[src/bcb_pkg.sv]
/*
  Shared types and constants of the bit-carry and branch-condition unit.
  Assumes a decoder that presents decoded requests on the core clock.
*/
package bcb_pkg;

  // ----------------------------------------------------------------
  // Widths
  // ----------------------------------------------------------------
  localparam int PC_W = 24;
  localparam int BYTE_W = 8;
  localparam int POS_W = 3;

  // ----------------------------------------------------------------
  // Operation codes
  // ----------------------------------------------------------------
  // Single-bit carry operations; codes above the last one are illegal.
  typedef enum logic [3:0] {
    bit_and_carry,
    bit_inv_and_carry,
    bit_or_carry,
    bit_inv_or_carry,
    bit_xor_carry,
    bit_inv_xor_carry,
    bit_load_carry,
    bit_inv_load_carry,
    bit_store_carry,
    bit_inv_store_carry
  } bcb_bit_op_t;

  // Program flow operations; codes above the last one are illegal.
  typedef enum logic [2:0] {
    flow_branch_cond,
    jump_unconditional,
    branch_to_subroutine,
    jump_to_subroutine,
    return_from_subroutine
  } bcb_flow_op_t;

  // Sixteen branch conditions, in condition-field order.
  typedef enum logic [3:0] {
    branch_always,
    branch_never,
    branch_high,
    branch_low_or_same,
    branch_carry_clear,
    branch_carry_set,
    branch_not_equal,
    branch_equal,
    branch_overflow_clear,
    branch_overflow_set,
    branch_plus,
    branch_minus,
    branch_greater_equal,
    branch_less_than,
    branch_greater_than,
    branch_less_equal
  } bcb_cond_t;

  // ----------------------------------------------------------------
  // Carriers
  // ----------------------------------------------------------------
  typedef struct packed {
    logic n;
    logic z;
    logic v;
    logic c;
  } bcb_flags_t;

  typedef struct packed {
    bcb_bit_op_t op;
    logic use_reg;
    logic [POS_W-1:0] imm;
    logic [POS_W-1:0] reg_num;
    logic [BYTE_W-1:0] operand;
  } bcb_bit_req_t;

  typedef struct packed {
    logic carry_we;
    logic carry;
    logic byte_we;
    logic [BYTE_W-1:0] data;
  } bcb_bit_rsp_t;

  typedef struct packed {
    bcb_flow_op_t op;
    bcb_cond_t cond;
    logic [PC_W-1:0] target;
    logic [PC_W-1:0] ret_addr;
    logic [PC_W-1:0] saved_addr;
  } bcb_flow_req_t;

  typedef struct packed {
    logic pc_load;
    logic [PC_W-1:0] pc;
    logic push;
    logic [PC_W-1:0] push_addr;
  } bcb_flow_rsp_t;

  // ----------------------------------------------------------------
  // Values after reset
  // ----------------------------------------------------------------
  localparam bcb_bit_rsp_t BIT_RSP_RST = '0;
  localparam bcb_flow_rsp_t FLOW_RSP_RST = '0;

endpackage : bcb_pkg

[src/bcb_cond_eval.sv]
/*
  Branch condition evaluator: decides from the flags whether a condition holds.
  Assumes flags that are stable during the cycle in which they are sampled.
*/
`timescale 1ns/1ps

module bcb_cond_eval (
  // Inputs.
  input wire bcb_pkg::bcb_flags_t i_flags,
  input wire bcb_pkg::bcb_cond_t i_cond,
  // Result.
  output logic o_true
);

  logic nv;

  // ----------------------------------------------------------------
  // Condition table
  // ----------------------------------------------------------------
  // Signed conditions share the sign-versus-overflow term.
  assign nv = i_flags.n ^ i_flags.v;

  // Every code of the field is a legal condition.
  always_comb begin
    unique case (i_cond)
      bcb_pkg::branch_always: o_true = 1'b1;
      bcb_pkg::branch_never: o_true = 1'b0;
      bcb_pkg::branch_high: o_true = ~(i_flags.c | i_flags.z);
      bcb_pkg::branch_low_or_same: o_true = i_flags.c | i_flags.z;
      bcb_pkg::branch_carry_clear: o_true = ~i_flags.c;
      bcb_pkg::branch_carry_set: o_true = i_flags.c;
      bcb_pkg::branch_not_equal: o_true = ~i_flags.z;
      bcb_pkg::branch_equal: o_true = i_flags.z;
      bcb_pkg::branch_overflow_clear: o_true = ~i_flags.v;
      bcb_pkg::branch_overflow_set: o_true = i_flags.v;
      bcb_pkg::branch_plus: o_true = ~i_flags.n;
      bcb_pkg::branch_minus: o_true = i_flags.n;
      bcb_pkg::branch_greater_equal: o_true = ~nv;
      bcb_pkg::branch_less_than: o_true = nv;
      bcb_pkg::branch_greater_than: o_true = ~(i_flags.z | nv);
      bcb_pkg::branch_less_equal: o_true = i_flags.z | nv;
    endcase
  end

endmodule : bcb_cond_eval

[src/bcb_core.sv]
/*
  Bit-carry and branch-condition unit of the processor core.
  Assumes the decoder presents one-cycle request strobes, the condition flags,
  and the byte operand already fetched; answers appear one edge later.
*/
`timescale 1ns/1ps

module bcb_core (
  // Clock and reset.
  input wire logic i_clk,
  input wire logic i_rst_n,
  // Condition flags from the condition code register.
  input wire bcb_pkg::bcb_flags_t i_flags,
  // Bit operation request.
  input wire logic i_bit_valid,
  input wire bcb_pkg::bcb_bit_req_t i_bit,
  // Program flow request.
  input wire logic i_flow_valid,
  input wire bcb_pkg::bcb_flow_req_t i_flow,
  // Answers.
  output bcb_pkg::bcb_bit_rsp_t o_bit,
  output bcb_pkg::bcb_flow_rsp_t o_flow
);

  // ----------------------------------------------------------------
  // Bit selection
  // ----------------------------------------------------------------
  logic inv_op;
  logic [bcb_pkg::POS_W-1:0] pos;
  logic sel;
  logic [bcb_pkg::BYTE_W-1:0] stored;
  bcb_pkg::bcb_bit_rsp_t next_bit;

  // Inverted variants ignore the register-sourced bit number.
  always_comb begin
    unique case (i_bit.op)
      bcb_pkg::bit_inv_and_carry,
      bcb_pkg::bit_inv_or_carry,
      bcb_pkg::bit_inv_xor_carry,
      bcb_pkg::bit_inv_load_carry,
      bcb_pkg::bit_inv_store_carry: inv_op = 1'b1;
      default: inv_op = 1'b0;
    endcase
  end

  assign pos = (i_bit.use_reg && !inv_op) ? i_bit.reg_num : i_bit.imm;

  assign sel = i_bit.operand[pos];

  // ----------------------------------------------------------------
  // Bit operation results
  // ----------------------------------------------------------------
  // Computes the next carry and byte write; illegal codes write nothing.
  always_comb begin
    next_bit = bcb_pkg::BIT_RSP_RST;
    stored = i_bit.operand;
    if (i_bit_valid) begin
      unique case (i_bit.op)
        bcb_pkg::bit_and_carry: begin
          next_bit.carry_we = 1'b1;
          next_bit.carry = i_flags.c & sel;
        end
        bcb_pkg::bit_inv_and_carry: begin
          next_bit.carry_we = 1'b1;
          next_bit.carry = i_flags.c & ~sel;
        end
        bcb_pkg::bit_or_carry: begin
          next_bit.carry_we = 1'b1;
          next_bit.carry = i_flags.c | sel;
        end
        bcb_pkg::bit_inv_or_carry: begin
          next_bit.carry_we = 1'b1;
          next_bit.carry = i_flags.c | ~sel;
        end
        bcb_pkg::bit_xor_carry: begin
          next_bit.carry_we = 1'b1;
          next_bit.carry = i_flags.c ^ sel;
        end
        bcb_pkg::bit_inv_xor_carry: begin
          next_bit.carry_we = 1'b1;
          next_bit.carry = i_flags.c ^ ~sel;
        end
        bcb_pkg::bit_load_carry: begin
          next_bit.carry_we = 1'b1;
          next_bit.carry = sel;
        end
        bcb_pkg::bit_inv_load_carry: begin
          next_bit.carry_we = 1'b1;
          next_bit.carry = ~sel;
        end
        bcb_pkg::bit_store_carry: begin
          stored[pos] = i_flags.c;
          next_bit.byte_we = 1'b1;
          next_bit.data = stored;
        end
        bcb_pkg::bit_inv_store_carry: begin
          stored[pos] = ~i_flags.c;
          next_bit.byte_we = 1'b1;
          next_bit.data = stored;
        end
        default: begin
          next_bit = bcb_pkg::BIT_RSP_RST;
        end
      endcase
    end
  end

  // Registers the bit answer.
  always_ff @(posedge i_clk or negedge i_rst_n) begin
    if (!i_rst_n) begin
      o_bit <= bcb_pkg::BIT_RSP_RST;
    end else begin
      o_bit <= next_bit;
    end
  end

  // ----------------------------------------------------------------
  // Program flow
  // ----------------------------------------------------------------
  logic cond_true;
  bcb_pkg::bcb_flow_rsp_t next_flow;

  // Evaluates the branch condition from the current flags.
  bcb_cond_eval u_cond (
    .i_flags(i_flags),
    .i_cond(i_flow.cond),
    .o_true(cond_true)
  );

  // Computes the program counter load and the return-address push.
  always_comb begin
    next_flow = o_flow;
    next_flow.pc_load = 1'b0;
    next_flow.push = 1'b0;
    if (i_flow_valid) begin
      unique case (i_flow.op)
        bcb_pkg::flow_branch_cond: begin
          next_flow.pc_load = cond_true;
          if (cond_true) begin
            next_flow.pc = i_flow.target;
          end
        end
        bcb_pkg::jump_unconditional: begin
          next_flow.pc_load = 1'b1;
          next_flow.pc = i_flow.target;
        end
        bcb_pkg::branch_to_subroutine,
        bcb_pkg::jump_to_subroutine: begin
          next_flow.push = 1'b1;
          next_flow.push_addr = i_flow.ret_addr;
          next_flow.pc_load = 1'b1;
          next_flow.pc = i_flow.target;
        end
        bcb_pkg::return_from_subroutine: begin
          next_flow.pc_load = 1'b1;
          next_flow.pc = i_flow.saved_addr;
        end
        default: begin
          next_flow.pc_load = 1'b0;
        end
      endcase
    end
  end

  // Registers the flow answer; the address fields hold between loads.
  always_ff @(posedge i_clk or negedge i_rst_n) begin
    if (!i_rst_n) begin
      o_flow <= bcb_pkg::FLOW_RSP_RST;
    end else begin
      o_flow <= next_flow;
    end
  end

  // ----------------------------------------------------------------
  // Checks
  // ----------------------------------------------------------------
  logic chk_imm_bit;
  logic chk_any_bit;

  // Helper bits taken straight from the request fields.
  assign chk_imm_bit = i_bit.operand[i_bit.imm];
  assign chk_any_bit = i_bit.use_reg ? i_bit.operand[i_bit.reg_num] : chk_imm_bit;

  property p_xor;
    @(posedge i_clk) disable iff (!i_rst_n)
    i_bit_valid && i_bit.op == bcb_pkg::bit_xor_carry
    |=> o_bit.carry_we && o_bit.carry == ($past(i_flags.c) ^ $past(chk_any_bit));
  endproperty
  a_xor: assert property (p_xor) else $error("bit xor carry wrong");

  property p_inv_xor;
    @(posedge i_clk) disable iff (!i_rst_n)
    i_bit_valid && i_bit.op == bcb_pkg::bit_inv_xor_carry
    |=> o_bit.carry == ($past(i_flags.c) ^ !$past(chk_imm_bit));
  endproperty
  a_inv_xor: assert property (p_inv_xor) else $error("inverted xor carry wrong");

  property p_load;
    @(posedge i_clk) disable iff (!i_rst_n)
    i_bit_valid && i_bit.op == bcb_pkg::bit_load_carry
    |=> o_bit.carry_we && !o_bit.byte_we && o_bit.carry == $past(chk_any_bit);
  endproperty
  a_load: assert property (p_load) else $error("bit load carry wrong");

  property p_inv_load;
    @(posedge i_clk) disable iff (!i_rst_n)
    i_bit_valid && i_bit.op == bcb_pkg::bit_inv_load_carry
    |=> o_bit.carry != $past(chk_imm_bit);
  endproperty
  a_inv_load: assert property (p_inv_load) else $error("inverted load wrong");

  property p_store;
    @(posedge i_clk) disable iff (!i_rst_n)
    i_bit_valid && i_bit.op == bcb_pkg::bit_store_carry && !i_bit.use_reg
    |=> o_bit.byte_we && !o_bit.carry_we
        && o_bit.data[$past(i_bit.imm)] == $past(i_flags.c)
        && (o_bit.data ^ $past(i_bit.operand)) == (($past(i_bit.operand[i_bit.imm]) ^ $past(i_flags.c))
            ? (8'h01 << $past(i_bit.imm)) : 8'h00);
  endproperty
  a_store: assert property (p_store) else $error("bit store wrong");

  property p_inv_store;
    @(posedge i_clk) disable iff (!i_rst_n)
    i_bit_valid && i_bit.op == bcb_pkg::bit_inv_store_carry
    |=> o_bit.byte_we && o_bit.data[$past(i_bit.imm)] == !$past(i_flags.c);
  endproperty
  a_inv_store: assert property (p_inv_store) else $error("inverted store wrong");

  property p_imm_only;
    @(posedge i_clk) disable iff (!i_rst_n)
    i_bit_valid && i_bit.op == bcb_pkg::bit_inv_load_carry && i_bit.use_reg
    |=> o_bit.carry == !$past(chk_imm_bit);
  endproperty
  a_imm_only: assert property (p_imm_only) else $error("register bit number used");

  property p_never;
    @(posedge i_clk) disable iff (!i_rst_n)
    i_flow_valid && i_flow.op == bcb_pkg::flow_branch_cond
    && (i_flow.cond == bcb_pkg::branch_never || i_flow.cond == bcb_pkg::branch_always)
    |=> o_flow.pc_load == ($past(i_flow.cond) == bcb_pkg::branch_always) && !o_flow.push;
  endproperty
  a_never: assert property (p_never) else $error("always or never branch wrong");

  property p_high;
    @(posedge i_clk) disable iff (!i_rst_n)
    i_flow_valid && i_flow.op == bcb_pkg::flow_branch_cond && i_flow.cond == bcb_pkg::branch_high
    |=> o_flow.pc_load == !($past(i_flags.c) || $past(i_flags.z));
  endproperty
  a_high: assert property (p_high) else $error("high condition wrong");

  property p_equal;
    @(posedge i_clk) disable iff (!i_rst_n)
    i_flow_valid && i_flow.op == bcb_pkg::flow_branch_cond && i_flow.cond == bcb_pkg::branch_equal
    |=> o_flow.pc_load == $past(i_flags.z);
  endproperty
  a_equal: assert property (p_equal) else $error("equal condition wrong");

  property p_greater;
    @(posedge i_clk) disable iff (!i_rst_n)
    i_flow_valid && i_flow.op == bcb_pkg::flow_branch_cond && i_flow.cond == bcb_pkg::branch_greater_than
    |=> o_flow.pc_load == !($past(i_flags.z) || ($past(i_flags.n) != $past(i_flags.v)));
  endproperty
  a_greater: assert property (p_greater) else $error("greater-than condition wrong");

  property p_jump;
    @(posedge i_clk) disable iff (!i_rst_n)
    i_flow_valid && i_flow.op == bcb_pkg::jump_unconditional
    |=> o_flow.pc_load && o_flow.pc == $past(i_flow.target);
  endproperty
  a_jump: assert property (p_jump) else $error("jump did not load target");

  property p_call;
    @(posedge i_clk) disable iff (!i_rst_n)
    i_flow_valid && i_flow.op == bcb_pkg::branch_to_subroutine
    |=> o_flow.push && o_flow.push_addr == $past(i_flow.ret_addr) && o_flow.pc == $past(i_flow.target)
    ##1 o_flow.push == $past(i_flow_valid
        && (i_flow.op == bcb_pkg::branch_to_subroutine || i_flow.op == bcb_pkg::jump_to_subroutine));
  endproperty
  a_call: assert property (p_call) else $error("subroutine call wrong");

endmodule : bcb_core

[config.mk]
export PLATFORM = sky130hd
export DESIGN_NAME = bcb_core
export DESIGN_NICKNAME = d
export VERILOG_FILES = /design/src/bcb_pkg.sv /design/src/bcb_cond_eval.sv /design/src/bcb_core.sv
export SDC_FILE = /design/constraint.sdc
export NUM_CORES = 1
export LEC_CHECK = 0
export BUFFER_PORTS_ARGS = -buffer_cell sky130_fd_sc_hd__buf_2
export CELL_PAD_IN_SITES_DETAIL_PLACEMENT = 0
export CELL_PAD_IN_SITES_GLOBAL_PLACEMENT = 1
export CORE_MARGIN = 4
export CORE_UTILIZATION = 25
export CTS_CLUSTER_DIAMETER = 100
export DETAILED_ROUTE_END_ITERATION = 10
export HOLD_SLACK_MARGIN = 0.1
export PLACE_DENSITY_LB_ADDON = 0.2
export SETUP_SLACK_MARGIN = 0.4
export SLEW_MARGIN = 15
export SYNTH_ARGS = -nofsm -noshare
export SYNTH_HDL_FRONTEND = slang
export SYNTH_SLANG_ARGS = --single-unit
[constraint.sdc]
create_clock -name i_clk -period 1.7 [get_ports i_clk]
set_clock_uncertainty 0.2 [all_clocks]
set_input_delay 0.425 -clock i_clk [delete_from_list [all_inputs] [get_ports i_clk]]
set_output_delay 0.425 -clock i_clk [all_outputs]
set_load 0.01 [all_outputs]
After elaboration in Yosys (flattened, before gate mapping)
Cells that the tools add are included.
Word-level totals
  register bits after elaboration: 61
  input port bits: 106
  output and inout port bits: 61
  logic and storage cells: 86
Operators by class
  magnitude comparators: 2
  equal/unequal tests: 29
  mux-type cells: 17
  bitwise gates (word level): 17
  reductions and logical operators: 13
Operators by type and width (number)
  24-bit case mux with 3 select lines: 1
  50-bit two-way mux: 1
  4-bit equality test, second input constant: 10
  4-bit by 3-bit equality test with 1-bit output, second input constant: 8
  25-bit two-way mux: 1
  24-bit two-way mux: 1
  9-bit case mux with 2 select lines: 1
  8-bit bitwise mux: 2
  4-bit by 2-bit equality test with 1-bit output, second input constant: 4
  1-bit case mux with 16 select lines: 1
  2-bit case mux with 8 select lines: 1
  11-bit two-way mux: 1
  4-bit by 1-bit equality test with 1-bit output, second input constant: 2
  4-bit zero test: 2
  1-bit NOT: 8
  3-bit by 2-bit equality test with 1-bit output, second input constant: 2
  5-bit OR reduction: 1
  3-bit by 4-bit < comparator with 1-bit output, second input constant: 1
  1-bit OR: 4
  4-bit OR reduction: 1
  1-bit binary-select mux with 3-bit select: 1
  1-bit demux with 3-bit select: 1
  3-bit by 1-bit equality test with 1-bit output, second input constant: 1
  3-bit equality test, second input constant: 1
  15 further kinds: 21

Depth between registers and ports, before layout
  depth after elaboration: 13
  mapped depth: 9
  mapped depth without buffers: 7

By module
Synthesis repeated with hierarchy kept, for this count alone.
Unflattened totals
  cell total of the unflattened synthesis: 319
  area total of the unflattened synthesis: 2946.6 um^2
Modules (own cells, without submodules)
  bcb_core: instances 1, cells an instance 309, area an instance 2867.8 um^2, sequential area each 1526.5 um^2
  bcb_cond_eval: instances 1, cells an instance 10, area an instance 78.8 um^2, sequential area each 0.0 um^2

Least setup slack after synthesis
OpenSTA, ideal clock, no wires.
  kind: input port to flip-flop
  start: input i_bit[16] in the netlist's numbering
  end: register o_bit[9] in the netlist's numbering
  setup time: 139 ps
  data arrival time: 1784 ps
  required time: 1361 ps
  path slack: -422 ps
  stages: 8
  path buffers: 1
  cells stage by stage: o211a_1 o21a_1 or2_1 buf_6 a211o_1 nand4_1 a41o_1 nand3_1
RTL lines
  start, declared: RTL line bcb_core.sv:16  | input wire bcb_pkg::bcb_bit_req_t i_bit,
  end signal, assigned: RTL line bcb_core.sv:111  | o_bit <= bcb_pkg::BIT_RSP_RST;
  end signal, assigned: RTL line bcb_core.sv:113  | o_bit <= next_bit;
  end, declared: RTL line bcb_core.sv:21  | output bcb_pkg::bcb_bit_rsp_t o_bit,

Final worst setup path
  start: input i_flow[74] in the netlist's numbering
  end: register o_flow[38] in the netlist's numbering
On the way
  cells in the longest elaborated chain, start to end: 4
  elaborated cells on any way between the ends: 19
  classes of those cells: eq/ne (16); mux (1); reduce/logical (2)
RTL lines
  start, declared: RTL line bcb_core.sv:19  | input wire bcb_pkg::bcb_flow_req_t i_flow,
  4-bit equality test, or another cell as far along: RTL line bcb_cond_eval.sv:25  | unique case (i_cond)
  1-bit case mux with 16 select lines *: RTL line bcb_cond_eval.sv:25
  2-bit inequality test (no line) *
  3-bit AND reduction (no line) *
  end signal, assigned: RTL line bcb_core.sv:168  | o_flow <= bcb_pkg::FLOW_RSP_RST;
  end signal, assigned: RTL line bcb_core.sv:170  | o_flow <= next_flow;
  end, declared: RTL line bcb_core.sv:22  | output bcb_pkg::bcb_flow_rsp_t o_flow
Mark *: on every way between the ends. The rest lies on a longest branch, timed or not.
A chain may end at the register's enable or synchronous reset.

==> impl_table.tex <==
\begin{tabular}{lr}
\hline
Metric & Value \\
\hline
\multicolumn{2}{l}{\textbf{Run status}} \\
\quad Result of the run & finished, violations left \\
\quad Failing checks & setup timing \\
\multicolumn{2}{l}{\textbf{Global routing}} \\
\quad Number of global-route vias before repair & about 3,000 \\
\quad Total Routing Usage GR & 0.133 \\
\quad GR Util met3 & 0.0337 \\
\quad Grt total ovfl & 0 \\
\quad Global-route wire length before repair & roughly 14,000 um \\
\quad Largest net degree at the start of global routing & between 60 and 70 \\
\quad Global route hottest layer & met2 \\
\quad GR met2 Demand/Resource & 0.224 \\
\quad GRT met1 Usage & 0.169 \\
\quad Initial antenna violation count & 0 \\
\multicolumn{2}{l}{\textbf{Worst setup path}} \\
\quad CP Class & input pin to flop \\
\quad Family with the most delay on the worst path & compound AO/OA/AOI/OAI gates \\
\quad Critical-path cell list & buf\_6, mux2\_4, a221oi\_2, a21oi\_2, xor2\_2, a21oi\_4, buf\_6, buf\_8, nor2\_2, a21oi\_2 \\
\quad Worst endpoint data arrival time & 1.99 ns \\
\quad Capturing element type of the critical path & flop \\
\quad Critical path launch point type & input pin \\
\quad Stage delay of the slowest cell on the critical path & between 0.2 and 0.3 ns \\
\quad CP max stage cell & mux2\_4 \\
\quad Slack of the worst reg-to-reg path & 0.61 ns \\
\quad CP required & 1.75 ns \\
\quad Maximum fanout along the worst path & 5 \\
\quad Crit path buffers/inverters & 3 \\
\multicolumn{2}{l}{\textbf{Drt}} \\
\quad Routed wire per std cell & 13.9 um \\
\quad Detail Route Antenna Nets & 0 \\
\quad Initial DRC Count & 105 \\
\quad Total number of vias & about 3,100 \\
\quad Drt pass-1 iters & 4 \\
\quad Ratio of routed vias to standard cells & 4.43 \\
\quad Drt total wl & 9810 um \\
\quad Remaining design rule violation count & 0 \\
\multicolumn{2}{l}{\textbf{Cells and area}} \\
\quad Relative area change from synthesis to final layout & 88.8\% \\
\quad Summed area of non-filler cells in the final layout & roughly 5500 um\^{}2 \\
\quad Post-layout util & 0.483 \\
\quad Antenna diode count & 0 \\
\quad Number of standard cells in the layout, taps in and fillers out & around 710 \\
\quad Share of layout cells above drive strength 1 & 0.606 \\
\quad Final nets & 665 \\
\multicolumn{2}{l}{\textbf{Timing}} \\
\quad Worst setup slack after layout & -0.240 ns \\
\quad RSZ-0062 raised after global routing & yes \\
\quad Setup total negative slack & -5.01 ns \\
\quad Tcrit/Tclk final & 1.14 \\
\quad Number of pins with negative max-slew slack in the final report & 0 \\
\quad Clock period minus worst slack & around 1.9 ns \\
\quad Slew headroom & 0.765 \\
\quad Smallest hold slack & 0.125 ns \\
\quad Final number of setup-violating endpoints & 29 \\
\quad Final Hold Viols & 0 \\
\quad Slew @ Worst Pin & between 0.3 and 0.4 ns \\
\quad Highest Clock Rate & 0.515 GHz \\
\multicolumn{2}{l}{\textbf{CTS}} \\
\quad Root Buffer & clkbuf\_16 \\
\quad Number of clock buffers inserted by TritonCTS & 9 \\
\quad Clk slew on worst S/H paths & approximately 0.05 ns \\
\quad Depth of the CTS H-tree & 3 \\
\quad Clock latency on the worst-skew pair & 0.31 ns \\
\quad Sink count of the clock tree & about 60 \\
\quad CTS tree & built \\
\quad Clock Tree Buf Depth & 2 \\
\multicolumn{2}{l}{\textbf{Power}} \\
\quad Power consumption & 4.91 mW \\
\quad Sequential share of power & 0.363 \\
\quad Share of total power consumed by net switching & 0.284 \\
\quad Cell leakage power & roughly 2.7 nW \\
\quad Combinational fraction of design power & 0.300 \\
\quad Clock Power Share & 0.337 \\
\quad Int Pwr & about 3.5 mW \\
\quad Max rail drop VDD & approximately 0.53 mV \\
\quad Reported net switching power & 1.39 mW \\
\quad Pwr/cell area & 886 nW/um\^{}2 \\
\multicolumn{2}{l}{\textbf{Floorplan}} \\
\quad Die width & 116 um \\
\quad I/O pin count & 167 \\
\quad Starting utilization of the core area & 0.256 \\
\quad Die span in y & 116 um \\
\quad Area inside the core boundary & about 11,000 um\^{}2 \\
\quad Total Die Area & 13,500 um\^{}2 \\
\quad Placement row count & 39 \\
\multicolumn{2}{l}{\textbf{Yosys}} \\
\quad Syn nets & 421 \\
\quad Fraction of synthesis flops using an asynchronous set or reset pin & 1.00 \\
\quad Number of synthesized flops with an enable pin & 0 \\
\quad Register area share after synthesis & 0.520 \\
\quad Count of warnings emitted by yosys & 0 \\
\quad Number of flip-flops and latches in the synthesized netlist & 61 \\
\quad Cell count after synthesis & between 300 and 400 \\
\quad Total standard cell area after synthesis & $\sim$2900 um\^{}2 \\
\quad Most used DFF post-synth & dfrtp\_1 \\
\quad Number of distinct library cells after synthesis & 39 \\
\quad Mapped Avg Cell Area & just over 9 um\^{}2 \\
\multicolumn{2}{l}{\textbf{Flow run}} \\
\quad Max-cap violation count & 0 \\
\multicolumn{2}{l}{\textbf{Place}} \\
\quad Cell Area, Placed & 4210 um\^{}2 \\
\quad Worst slack at placement & -0.657 ns \\
\quad Post-detail-place hpwl & slightly below 7000 um \\
\quad Weighted congestion at the end of routability-driven global placement & between 0.7 and 0.8 \\
\quad Input/output buffers & between 150 and 200 \\
\quad Cell Count Post-Placement & between 600 and 700 \\
\multicolumn{2}{l}{\textbf{Worst hold path}} \\
\quad Kind of path behind the tightest hold check & input pin to flop \\
\hline
\end{tabular}
[cell type report]
| type | count | area (um^2) |
|---|---|---|
| Multi-Input combinational cell | 231 | 1680 |
| Clock buffer | 11 | 253 |
| Fill cell | 1090 | 5920 |
| Sequential cell | 61 | 1530 |
| Clock inverter | 4 | 23.8 |
| Inverter | 7 | 28.8 |
| Timing Repair Buffer | 249 | 1860 |
| Tap cell | 143 | 179 |
[cells in the mapped netlist, types with 2 or more instances]
cell | number | area, um^2
nand2_1 | 83 | 312
dfrtp_1 | 61 | 1530
nor2_1 | 33 | 124
a21oi_1 | 30 | 150
mux2i_1 | 25 | 250
o21ai_0 | 8 | 40.0
clkbuf_1 | 7 | 26.3
inv_1 | 6 | 22.5
nor3_1 | 6 | 30.0
nor2b_1 | 5 | 31.3
buf_2 | 4 | 20.0
nand3_1 | 4 | 20.0
xor2_1 | 4 | 35.0
a211o_1 | 3 | 26.3
mux2i_2 | 3 | 41.3
o311a_1 | 3 | 30.0
a221oi_1 | 2 | 17.5
buf_4 | 2 | 15.0
buf_6 | 2 | 22.5
nand3b_1 | 2 | 15.0
nor3b_1 | 2 | 15.0
or2_1 | 2 | 12.5
or4b_2 | 2 | 20.0
[registers in the layout (all words and copies together), names as in the netlist]
signal,cells
o_flow,50
o_bit,11
[cells by family (layout without fill, tap and decap cells)]
family                    count (synthesis)  after routing  synth area share
AOI/OAI and AO/OA                        52             52             0.110
buffers and inverters                    23            271            0.0388
muxes                                    29             29             0.103
and+or+nand+nor                         146            146             0.217
DFF                                      61             61             0.520
xor gates and xnor gates                  4              4            0.0119
[power by group through the flow]
stage	registers (mW)	logic [mW]	clock network (mW)
3_5_place_dp	1.77	0.999	0
5_1_grt	1.81	1.60	1.79
3_3_place_gp	1.76	0.989	0
6_report	1.78	1.47	1.66
4_1_cts	1.75	1.24	1.72
2_1_floorplan	1.86	0.392	0
[per-layer routing]
metal | vias up | share of wire
met5 | - | 0
met4 | 0 | 0.013
met3 | 9 | 0.063
met2 | 96 | 0.52
met1 | 1468 | 0.40
li1 | 1557 | -
[cell usage in the layout (no fill, tap or decap), types with 4 or more instances in the layout]
cell           Yosys  routed
a21oi_2            1      15
nor2b_1            5       4
clkbuf_16          0      12
nand2_1           83      41
dlygate4sd3_1      0      14
buf_6              2      39
inv_1              6       5
mux2i_1           25      24
buf_2              4     135
nand2_4            0      15
nor2_1            33      24
buf_4              2      50
a21oi_1           30      14
nor2_2             0       6
o21ai_1            0       5
nor3_1             6       5
nand2_2            0      27
buf_12             0       6
dfrtp_1           61      61
[what timing repair did]
action,4_1_cts,5_1_grt
hold buffers,14,0
cloned,1,4
endpoints found under the setup margin,95,120
pin swaps,14,57
gates resized for setup,50,98
buffers inserted,20,13
endpoints found under the hold margin,74,0
[worst register-to-register path: cells and delay by family, from the launching register on]
family	cells	cell delay [ns]
DFF	1	0.39
buffers and inverters	2	0.25
and+or+nand+nor	1	0.09
AOI/OAI and AO/OA	1	0.04
[worst paths after layout]
check,start,end,depth (start not counted)
setup reg to reg,o_flow[43],o_flow[43],4
max in group asynchronous,i_rst_n,o_flow[37],3
min in group asynchronous,i_rst_n,o_flow[11],3
hold / removal,i_flow[24],o_flow[0],3
hold reg to reg,o_flow[1],o_flow[1],2
setup / recovery,i_flow[74],o_flow[38],10
No activity file was read; power rests on OpenSTA's default activity.
